File: src/ext_ctrl_pkg.sv
// Purpose: shared constants, field layout and symbol tables for the extended control block
// Assumes: 16-bit management registers, 5-bit management register address
// Notes:   bit positions and defaults are used by the bank, the encoder and the checks
package ext_ctrl_pkg;
   // register location and width
   localparam int          REG_W         = 16;
   localparam int          MADDR_W       = 5;
   localparam logic [4:0]  EXT_CTRL_ADDR = 5'h10;

   // field positions
   localparam int          OVR_BIT       = 15;
   localparam int          ADDR_HI       = 10;
   localparam int          ADDR_LO       = 6;
   localparam int          SCR_TEST_BIT  = 5;
   localparam int          NRZI_BIT      = 3;
   localparam int          INV_TEST_BIT  = 2;
   localparam int          SCR_DIS_BIT   = 0;
   localparam logic [15:0] RSVD_MASK     = 16'h7812;

   // reset values of the writable fields
   localparam logic        OVR_RST       = 1'b0;
   localparam logic        SCR_TEST_RST  = 1'b0;
   localparam logic        NRZI_RST      = 1'b1;
   localparam logic        INV_TEST_RST  = 1'b0;
   localparam logic        SCR_DIS_RST   = 1'b0;

   // data path shape
   localparam int          NIB_W         = 4;
   localparam int          SYM_W         = 5;
   localparam int          FIFO_W        = NIB_W + 1;
   localparam int          FIFO_DEPTH    = 16;
   localparam int          PA_W          = 5;
   localparam logic [2:0]  SYM_BITS      = 3'h5;
   localparam logic [1:0]  STRAP_WAIT    = 2'h3;
   localparam logic [4:0]  HALT_SYM      = 5'h04;

   // standard 4b/5b data code groups
   function automatic logic [4:0] enc_std(input logic [3:0] nib);
      logic [4:0] s;
      s = 5'h1e;
      case (nib)
         4'h0: s = 5'h1e;
         4'h1: s = 5'h09;
         4'h2: s = 5'h14;
         4'h3: s = 5'h15;
         4'h4: s = 5'h0a;
         4'h5: s = 5'h0b;
         4'h6: s = 5'h0e;
         4'h7: s = 5'h0f;
         4'h8: s = 5'h12;
         4'h9: s = 5'h13;
         4'ha: s = 5'h16;
         4'hb: s = 5'h17;
         4'hc: s = 5'h1a;
         4'hd: s = 5'h1b;
         4'he: s = 5'h1c;
         default: s = 5'h1d;
      endcase
      return s;
   endfunction : enc_std

   // test translation used with tx error in invalid-code mode
   function automatic logic [4:0] enc_invalid(input logic [3:0] nib);
      logic [4:0] s;
      s = {1'b0, nib};
      case (nib)
         4'h8: s = 5'h00;
         4'h9: s = 5'h0d;
         4'ha: s = 5'h0c;
         4'hb: s = 5'h11;
         4'hc: s = 5'h10;
         4'hd: s = 5'h19;
         4'he: s = 5'h18;
         4'hf: s = 5'h1f;
         default: s = {1'b0, nib};
      endcase
      return s;
   endfunction : enc_invalid
endpackage : ext_ctrl_pkg

File: src/nibble_stream_if.sv
// Purpose: valid/ready word stream between the block's own modules
// Assumes: single clock, transfer when valid and ready are both high
// Notes:   data carries {tx error, nibble}
`timescale 1ns/1ps
interface nibble_stream_if #(parameter int W = 5) ();
   logic         valid;
   logic         ready;
   logic [W-1:0] data;
   modport src (output valid, output data, input ready);
   modport snk (input valid, input data, output ready);
endinterface : nibble_stream_if

File: src/tx_nibble_fifo.sv
// Purpose: small synchronous fifo holding transmit nibbles ahead of the encoder
// Assumes: DEPTH is a power of two
// Notes:   read data and ready both come from registers
`timescale 1ns/1ps
module tx_nibble_fifo #(
   parameter int W     = 5,
   parameter int DEPTH = 16
) (
   input  wire logic       clk_sys_i,
   input  wire logic       sys_rst_i,
   nibble_stream_if.snk    in_s,
   nibble_stream_if.src    out_s
);
   localparam int PW = $clog2(DEPTH);
   localparam logic [PW:0]   FULL_CNT = (PW+1)'(DEPTH);
   localparam logic [PW-1:0] PTR_ONE  = PW'(1);
   localparam logic [PW:0]   CNT_ONE  = (PW+1)'(1);

   typedef struct packed {
      logic [DEPTH-1:0][W-1:0] mem;
      logic [PW-1:0]           wp;
      logic [PW-1:0]           rp;
      logic [PW:0]             cnt;
      logic                    full;
      logic                    ov;
      logic [W-1:0]            od;
   } fifo_s;

   fifo_s s;
   fifo_s next_s;
   logic  push;
   logic  pop;

   // storage, pointers and registered output stage
   always_comb
   begin
      next_s = s;
      push   = in_s.valid && !s.full;
      pop    = (s.cnt != '0) && (!s.ov || out_s.ready);
      if (out_s.ready && s.ov)
      begin
         next_s.ov = 1'b0;
      end
      if (pop)
      begin
         next_s.od = s.mem[s.rp];
         next_s.ov = 1'b1;
         next_s.rp = s.rp + PTR_ONE;
      end
      if (push)
      begin
         next_s.mem[s.wp] = in_s.data;
         next_s.wp        = s.wp + PTR_ONE;
      end
      if (push && !pop)
      begin
         next_s.cnt = s.cnt + CNT_ONE;
      end
      else if (pop && !push)
      begin
         next_s.cnt = s.cnt - CNT_ONE;
      end
      // full is registered so the upstream ready never sees a comb path
      next_s.full = (next_s.cnt == FULL_CNT);
   end

   always_ff @(posedge clk_sys_i)
   begin
      if (sys_rst_i)
      begin
         s <= '0;
      end
      else
      begin
         s <= next_s;
      end
   end

   assign in_s.ready  = !s.full;
   assign out_s.valid = s.ov;
   assign out_s.data  = s.od;
endmodule : tx_nibble_fifo

File: src/phy_extended_control.sv
// Purpose: extended control register bank with strap capture and transmit test encoder
// Assumes: management accesses arrive decoded as one-cycle strobes on clk_sys_i
// Notes:   scrambler itself lives elsewhere; this block drives its controls
`timescale 1ns/1ps
module phy_extended_control (
   input  wire logic                           clk_sys_i,
   input  wire logic                           sys_rst_i,
   input  wire logic                           soft_rst_i,
   input  wire logic                           speed_100_i,
   input  wire logic                           addr4_strap_pin_i,
   input  wire logic                           addr3_strap_pin_i,
   input  wire logic                           addr2_strap_pin_i,
   input  wire logic                           addr1_strap_pin_i,
   input  wire logic                           addr0_strap_pin_i,
   input  wire logic [ext_ctrl_pkg::MADDR_W-1:0] mgmt_addr_i,
   input  wire logic                           mgmt_wr_i,
   input  wire logic                           mgmt_rd_i,
   input  wire logic [ext_ctrl_pkg::REG_W-1:0] mgmt_wdata_i,
   output logic      [ext_ctrl_pkg::REG_W-1:0] mgmt_rdata_o,
   output logic                                mgmt_rvalid_o,
   output logic                                override_en_o,
   output logic                                prot_wr_o,
   output logic      [ext_ctrl_pkg::PA_W-1:0]  phy_addr_o,
   input  wire logic                           tx_valid_i,
   output logic                                tx_ready_o,
   input  wire logic [ext_ctrl_pkg::NIB_W-1:0] tx_nibble_i,
   input  wire logic                           tx_er_i,
   output logic                                tx_bit_o,
   output logic                                scr_bypass_o,
   output logic                                descr_unlock_o
);
   import ext_ctrl_pkg::*;

   typedef struct packed {
      logic [PA_W-1:0]  sync1;
      logic [PA_W-1:0]  sync2;
      logic [1:0]       cap_cnt;
      logic             captured;
      logic [PA_W-1:0]  paddr;
      logic             ovr;
      logic             scr_test;
      logic             nrzi;
      logic             inv_test;
      logic             scr_dis;
      logic [REG_W-1:0] rdata;
      logic             rvalid;
      logic             prot_wr;
      logic [SYM_W-1:0] shreg;
      logic [2:0]       left;
      logic             level;
      logic             scr_byp;
      logic             unlock;
   } ctrl_s;

   // whole state in one record so a single register process owns it
   ctrl_s               s;
   ctrl_s               next_s;
   // helpers decoded every cycle from the state and the management address
   logic                hit;
   logic                bit_now;
   logic                emitting;
   logic                load;
   logic [NIB_W-1:0]    fifo_nib;
   logic                fifo_er;
   logic [REG_W-1:0]    reg_view;

   nibble_stream_if #(.W(FIFO_W)) wr_if ();
   nibble_stream_if #(.W(FIFO_W)) rd_if ();

   // the buffer absorbs bursts while symbols leave at one bit per clock
   // nibble buffer ahead of the encoder
   assign wr_if.valid = tx_valid_i;
   assign wr_if.data  = {tx_er_i, tx_nibble_i};
   assign tx_ready_o  = wr_if.ready;

   tx_nibble_fifo #(
      .W     (FIFO_W),
      .DEPTH (FIFO_DEPTH)
   ) u_fifo (
      .clk_sys_i (clk_sys_i),
      .sys_rst_i (sys_rst_i),
      .in_s      (wr_if),
      .out_s     (rd_if)
   );

   assign fifo_nib    = rd_if.data[NIB_W-1:0];
   assign fifo_er     = rd_if.data[NIB_W];
   assign emitting    = (s.left != '0);
   assign bit_now     = s.shreg[SYM_W-1];
   // the encoder takes a new symbol while the last bit of the old one leaves
   assign rd_if.ready = (s.left <= 3'h1);
   assign load        = rd_if.ready && rd_if.valid;

   // read view of the register
   always_comb
   begin
      reg_view                  = '0;
      reg_view                  = reg_view & ~RSVD_MASK;
      reg_view[OVR_BIT]         = s.ovr;
      reg_view[ADDR_HI:ADDR_LO] = s.paddr;
      reg_view[SCR_TEST_BIT]    = s.scr_test;
      reg_view[NRZI_BIT]        = s.nrzi;
      reg_view[INV_TEST_BIT]    = s.inv_test;
      reg_view[SCR_DIS_BIT]     = s.scr_dis;
   end

   // next state of bank, strap capture and serializer
   always_comb
   begin
      next_s         = s;
      hit            = (mgmt_addr_i == EXT_CTRL_ADDR);
      // strap pins are asynchronous: two flops before the capture reads them
      next_s.sync1   = {addr4_strap_pin_i, addr3_strap_pin_i, addr2_strap_pin_i,
                        addr1_strap_pin_i, addr0_strap_pin_i};
      next_s.sync2   = s.sync1;
      if (!s.captured)
      begin
         next_s.cap_cnt = s.cap_cnt + 2'h1;
         if (s.cap_cnt == STRAP_WAIT)
         begin
            next_s.paddr    = s.sync2;
            next_s.captured = 1'b1;
         end
      end
      // register read answers one cycle later; other addresses are not ours
      next_s.rvalid  = mgmt_rd_i && hit;
      next_s.rdata   = (mgmt_rd_i && hit) ? reg_view : s.rdata;
      // the strobe lets other registers accept their protected bits
      // strobe only when unlocked
      next_s.prot_wr = mgmt_wr_i && s.ovr;
      if (mgmt_wr_i)
      begin
         next_s.ovr = hit ? mgmt_wdata_i[OVR_BIT] : 1'b0;
         if (hit)
         begin
            next_s.scr_test = mgmt_wdata_i[SCR_TEST_BIT];
            next_s.nrzi     = mgmt_wdata_i[NRZI_BIT];
            next_s.inv_test = mgmt_wdata_i[INV_TEST_BIT];
            next_s.scr_dis  = mgmt_wdata_i[SCR_DIS_BIT];
         end
      end
      // soft reset comes last so it beats a same-cycle write
      // soft reset keeps address
      if (soft_rst_i)
      begin
         next_s.ovr      = OVR_RST;
         next_s.scr_test = SCR_TEST_RST;
         next_s.nrzi     = NRZI_RST;
         next_s.inv_test = INV_TEST_RST;
         next_s.scr_dis  = SCR_DIS_RST;
      end
      next_s.scr_byp = s.scr_dis && speed_100_i;
      next_s.unlock  = s.scr_test && speed_100_i;
      // at 10 Mb/s raw bits go out; the line coder is a 100 Mb/s feature
      // line coding of each bit
      if (emitting)
      begin
         next_s.shreg = s.shreg << 1;
         next_s.left  = s.left - 3'h1;
         next_s.level = (speed_100_i && s.nrzi) ? (s.level ^ bit_now) : bit_now;
      end
      if (load)
      begin
         next_s.left = SYM_BITS;
         if (s.inv_test && fifo_er)
         begin
            next_s.shreg = enc_invalid(fifo_nib);
         end
         else if (fifo_er)
         begin
            next_s.shreg = HALT_SYM; // error without test mode marks a halt
         end
         else
         begin
            next_s.shreg = enc_std(fifo_nib);
         end
      end
   end

   always_ff @(posedge clk_sys_i)
   begin
      if (sys_rst_i)
      begin
         s          <= '0;
         // nrzi is the only writable field whose default is one
         s.nrzi     <= NRZI_RST;
      end
      else
      begin
         s <= next_s;
      end
   end

   // outputs straight from the state register
   assign mgmt_rdata_o   = s.rdata;
   assign mgmt_rvalid_o  = s.rvalid;
   assign override_en_o  = s.ovr;
   assign prot_wr_o      = s.prot_wr;
   assign phy_addr_o     = s.paddr;
   assign tx_bit_o       = s.level;
   assign scr_bypass_o   = s.scr_byp;
   assign descr_unlock_o = s.unlock;
endmodule : phy_extended_control

File: config.mk
export PLATFORM = sky130hd
export DESIGN_NAME = phy_extended_control
export DESIGN_NICKNAME = d
export VERILOG_FILES = /design/src/ext_ctrl_pkg.sv /design/src/nibble_stream_if.sv /design/src/tx_nibble_fifo.sv /design/src/phy_extended_control.sv
export SDC_FILE = /design/constraint.sdc
export NUM_CORES = 1
export LEC_CHECK = 0
export ABC_CLOCK_PERIOD_IN_PS = 5200
export BUFFER_PORTS_ARGS = -buffer_cell sky130_fd_sc_hd__buf_2
export CAP_MARGIN = 20
export CORE_MARGIN = 2
export CORE_UTILIZATION = 60
export CTS_BUF_LIST = sky130_fd_sc_hd__clkbuf_8
export CTS_CLUSTER_DIAMETER = 80
export CTS_CLUSTER_SIZE = 40
export DETAILED_ROUTE_END_ITERATION = 10
export HOLD_SLACK_MARGIN = 0.06
export PLACE_DENSITY = 0.81
export SLEW_MARGIN = 20
export SYNTH_ARGS = -nofsm -noshare
export SYNTH_HDL_FRONTEND = slang
export SYNTH_SLANG_ARGS = --single-unit
File: constraint.sdc
create_clock -name clk_sys_i -period 5.2 [get_ports clk_sys_i]
set_input_delay 1.04 -clock clk_sys_i [delete_from_list [all_inputs] [get_ports clk_sys_i]]
set_output_delay 1.04 -clock clk_sys_i [all_outputs]
set_load 0.01 [all_outputs]
-- Word level (Yosys, flattened, before mapping)
Memories as Yosys holds them, arrays and structs flattened. A register that Yosys moved wholly into a read port is not among the register bits.
Index checks and enable logic that the tools add are counted.
- output and inout bits: 28
- latch bits: 0
- bits of input ports: 38
- memory bits (read-only): 80
- memories: 1
- logic and storage cells: 110
- register bits after elaboration: 146
- bits in writable memories: 0
- div/mod/pow operators: 0
- shift-type cells: 0
- reduce and logical (&&, ||, !) cells: 25
- order comparisons: 4
- multiply operators: 0
- equal/unequal tests: 11
- muxes and demuxes: 20
- add/sub/neg operators: 6
- bitwise gates (word level): 2
- memories (memory ; depth ; bits a word ; rd ports ; clocked after memory_dff ; write ports ; RTL line ; text):
    (name not given) ; 16 ; 5 ; 1 ; 1 ; 0 ; ext_ctrl_pkg.sv:41 ; case (nib)
- operators with widths (cell ; number):
    bitwise mux 80 bit ; 1
    case mux 5 bit (8 select lines) ; 1
    == test 4 bit (second input constant) ; 8
    two-way mux 5 bit ; 6
    binary-select mux 5 bit (select 4 bit) ; 1
    demux 5 bit (select 4 bit) ; 1
    two-way mux 6 bit ; 3
    logical AND 1 bit ; 12
    == test 5 bit (second input constant) ; 2
    less-than comparator 4 x 5 -> 1 bit (second input constant) ; 2
    two-way mux 9 bit ; 1
    adder 4 x 1 -> 4 bit (second input constant) ; 2
    two-way mux 4 bit ; 2
    two-way mux 8 bit ; 1
    adder 5 x 1 -> 5 bit (second input constant) ; 1
    nonzero test 5 bit ; 1
    subtractor 5 x 1 -> 5 bit (second input constant) ; 1
    >= comparator 4 x 1 -> 1 bit (second input constant) ; 1
    zero test 1 bit ; 4
    AND reduction 2 bit ; 2
    nonzero test 2 bit ; 2
    OR reduction 2 bit ; 2
    less-or-equal comparator 3 x 1 -> 1 bit (second input constant) ; 1
    two-way mux 1 bit ; 3
    7 further kinds ; 7

-- Longest topological paths before layout
- depth after elaboration: 7
- depth in mapped cells: 9
- depth with buffers taken out: 8

-- Cells and area by module
A second synthesis with hierarchy kept.
- cell total of the unflattened synthesis: 726
- area, all modules: 6622.6 um2
- modules (own cells, without submodules) (module ; cells an instance ; sequential area each (um2) ; instances ; area each (um2)):
    tx_nibble_fifo ; 508 ; 2001.9 ; 1 ; 4558.1
    phy_extended_control ; 218 ; 920.9 ; 1 ; 2064.5

-- Worst setup path before layout
No wires, ideal clock.
- path kind: input -> register
- from: input tx_valid_i
- to: register u_fifo.s[74] in the netlist's numbering
- stages: 7
- required time: 5072 ps
- setup slack: 2806 ps
- arrival time: 2266 ps
- buffers on the path: 2
- setup time: 128 ps
- cell sequence: nor2b_1 -> buf_2 -> buf_2 -> nand2_1 -> nor2_1 -> mux2i_1 -> nor2_1
- cells in the longest elaborated chain, start to end: 1
- RTL lines (item ; RTL line ; text):
    start: declaration ; phy_extended_control.sv:24 ; input wire logic tx_valid_i,
    logical AND 1 bit ; tx_nibble_fifo.sv:38 ; push = in_s.valid && !s.full;
    end signal: assignment ; tx_nibble_fifo.sv:75 ; s <= next_s;
    end: declaration ; tx_nibble_fifo.sv:29 ; fifo_s s;
No other way between the ends.
A chain may end at the register's enable or synchronous reset.

==> impl_summary.log <==
INFO  metric outcome = finished, final reports clean
INFO  metric post_synth_main_area_contributors = sky130_fd_sc_hd__dfxtp_1 46%, sky130_fd_sc_hd__mux2i_1 12%, sky130_fd_sc_hd__mux4_2 6.1%
INFO  metric grt_antenna_before_repair = 0
INFO  metric final.setup.worst_slack = 2.28 ns
INFO  metric synth_enable_flop_cells = 0
INFO  metric synth_compound_area_share = 8.55%
INFO  metric worst_ep_arrival_time = 3.29 ns
INFO  metric yosysSeqAreaShare = 45.5%
INFO  metric synth_cell_types = 50
INFO  metric timing.final.crit_share = 56.1%
INFO  metric fmax = 343 MHz
INFO  metric post_synth_xor_area_fraction = 1.58%
INFO  metric dp_worst_setup_slack = 2.20 ns
INFO  metric detailroute.via_count = 4926
INFO  metric async_flop_share = 0%
INFO  metric syn2layout_area_growth = 6.93%
INFO  metric yosys-top-cells-count = 151 x sky130_fd_sc_hd__dfxtp_1, 104 x sky130_fd_sc_hd__nor2_1, 81 x sky130_fd_sc_hd__mux2i_1, 59 x sky130_fd_sc_hd__nand2_1, 44 x sky130_fd_sc_hd__a21oi_1
INFO  metric wl_per_cell = 16.2 microns
INFO  metric groute.usage.overall = 25.5%
INFO  metric total_inserted_antenna_cells = 0
INFO  metric yosys.cell_count.top_type = sky130_fd_sc_hd__dfxtp_1
INFO  metric power_density = 414 nW/um^2
INFO  metric ios = 66
INFO  metric setup.worst_path.class = reg -> reg
INFO  metric synthesis.yosys.warnings = 0
INFO  metric setup_total_negative_slack = 0 ns
INFO  metric first_global_vias = 4889
INFO  metric grt_first_pass_wirelength = 23.2 mm
INFO  metric hold_buf_cts = 0
INFO  metric dpl.cell_count = 822
INFO  metric cts_root_buffer = sky130_fd_sc_hd__clkbuf_8
INFO  metric final_period_minus_worst_setup_slack = 2.92 ns
INFO  metric critical_path.max_stage_delay = 0.84 ns
INFO  metric rsz0062_at_grt = false
INFO  metric placedInstanceArea = 6730 sq um
INFO  metric post_cts_setup_buffer_count = 0
INFO  metric tritoncts = yes
INFO  metric placementRows = 38
INFO  metric synth_area_in_adders = 2.26%
INFO  metric syn-cell-area = 6640 sq um
INFO  metric hp-class = reg -> reg
INFO  metric final_core_utilization = 65.5%
INFO  metric max-cap-violations = 0
INFO  metric post_route_cells_drive_above_1_share = 14.9%
INFO  metric synth_top_cell_area_share = 45.5%
INFO  metric synth_top_flop_cell = sky130_fd_sc_hd__dfxtp_1
INFO  metric finalSetupViolCount = 0
INFO  metric max-vdd-ir-drop = 445 uV
INFO  metric cts.reportedPaths.clkPinSlew = 0.08 ns
INFO  metric first_pass_iters = 5
INFO  metric postRouteWirelength = 13.8 mm
INFO  metric place.detailed.hpwl = 9.27 mm
INFO  metric detailedRoute.firstIterationViolations = 304
INFO  metric timing.slew.headroom = 34.8%
INFO  metric crit_path_max_fanout = 13
INFO  metric drt_drc_violations_left = 0
INFO  metric globalRoute.totalOverflow = 0
INFO  metric timing_worst_slew_pin_value = 0.978 ns
INFO  metric numCtsBuffers = 17
INFO  metric critPathRequiredTime = 5.57 ns
INFO  metric yosys.area_share.simple = 16.0%
INFO  metric netlist_instances = 688
INFO  metric muxShareOfSynthArea = 19.5%
INFO  metric p_leak = 2.79 nW
INFO  metric timing.critical_path.from_type = register
INFO  metric slowest_stage = sky130_fd_sc_hd__dfxtp_1
INFO  metric cts.sink_count = 151
INFO  metric fin_cells = 852
INFO  metric clock_insertion_delay_worst_skew = 0.45 ns
INFO  metric initial_utilization = 61.3%
INFO  metric grt_start_max_net_pins = 100
INFO  metric finalClockSkew = 0.00959 ns
INFO  metric end_kind = register
INFO  metric timing.critical_path.cells = buf_4, mux4_1, mux4_2, nand2_2, a21oi_2, nor2_1, a2bb2oi_1
INFO  metric post_cts_resize_count = 0
INFO  metric dieArea = 11900 sq um
INFO  metric floorplan.die.width = 109 microns
INFO  metric cts-root-to-sink-buffers = 2
INFO  metric htree_levels = 4
INFO  metric detail-route-antenna-nets = 0
INFO  metric postSynthRegisterBits = 151
INFO  metric synth_top_family_by_area = multiplexers
INFO  metric synth_top_area_cell = sky130_fd_sc_hd__dfxtp_1
INFO  metric report.final.slew_viol_count = 0
INFO  metric routed_via_density = 5.78
INFO  metric core_region_area = 10800 sq um
INFO  metric finalHoldWorstSlack = 0.441 ns
INFO  metric placement.io_buffers = 48
INFO  metric place_congestion = 0.908
INFO  metric overall_power_of_the_completed_layout = 2.94 mW
INFO  metric avgSynthCellArea = 9.65 sq um
INFO  metric nFillCells = 851
INFO  metric die_y = 109 microns
INFO  metric final_area = 7100 sq um
INFO  metric hold_violations = 0
INFO  metric nNetsFinal = 751
-- worst max-delay path, delay by kind of cell (launching register included) --
| kind | cells | cell delay (ns) |
|---|---|---|
| mux | 2 | 1.11 |
| flops | 1 | 0.84 |
| buf+inv | 1 | 0.37 |
| compound gates | 2 | 0.27 |
| simple gates | 2 | 0.24 |
-- flip-flops by register name, summed over array words and instances (netlist names), 4 cells and up, named ones only --
signal and flops:
mgmt_rdata_o 10, u_fifo.out_s.data 5, phy_addr_o 5, next_s 5, reg_view 4, u_fifo.s 94, s 15
-- placed cells by master, fill, tap and decap left out, types with 10 or more instances in the layout --
cell type	instances
sky130_fd_sc_hd__a211oi_1	10
sky130_fd_sc_hd__dfxtp_1	151
sky130_fd_sc_hd__nor2b_1	15
sky130_fd_sc_hd__buf_2	47
sky130_fd_sc_hd__nand2_1	59
sky130_fd_sc_hd__o21ai_0	25
sky130_fd_sc_hd__nand3_1	25
sky130_fd_sc_hd__ha_1	12
sky130_fd_sc_hd__a21oi_1	44
sky130_fd_sc_hd__mux4_2	18
sky130_fd_sc_hd__nor2_1	104
sky130_fd_sc_hd__inv_1	19
sky130_fd_sc_hd__mux2i_1	81
sky130_fd_sc_hd__clkbuf_8	21
-- report_power, final --
group          internal (mW)  total, mW  switching [mW]
registers               1.25       1.36           0.108
clock network          0.461      0.850           0.389
logic                  0.318      0.727           0.409
total                   2.03       2.94           0.907
-- worst paths after layout --
check / from / endpoint / slack [ns] / cells past startpoint
worst min-delay path: next_s[46] / s[46] / 0.44 / 1
worst min register to register: next_s[46] / s[46] / 0.44 / 1
worst max register to register: u_fifo.s[13] / register / 2.28 / 7
worst max-delay path: u_fifo.s[13] / register / 2.28 / 7
-- logic make-up (layout without fill, tap and decap cells) --
group	Yosys count	in the layout
compound gates	97	97
xor+xnor	12	12
fa+ha+maj	12	12
buf+inv	76	95
flops	151	151
mux	102	102
other cells	1	6
simple gates	237	237
-- area by class of cell --
| class | instances | area (sq um) | area share (%) |
|---|---|---|---|
| Clock buffer | 21 | 289 | 4.07 |
| Multi-Input combinational cell | 466 | 3210 | 45.1 |
| Tap cell | 140 | 175 | 2.47 |
| Inverter | 13 | 48.8 | 0.687 |
| Sequential cell | 151 | 3020 | 42.6 |
| Clock inverter | 9 | 87.6 | 1.23 |
| Timing Repair Buffer | 52 | 273 | 3.84 |
-- per-layer routing --
layer	track usage [%]	wire, microns	up-vias
met4	13.2	418	0
li1	-	-	2375
met2	42.0	6630	172
met1	30.2	5860	2345
met3	7.29	911	34
met5	0	0	-
(Power assumes the default switching activity.)
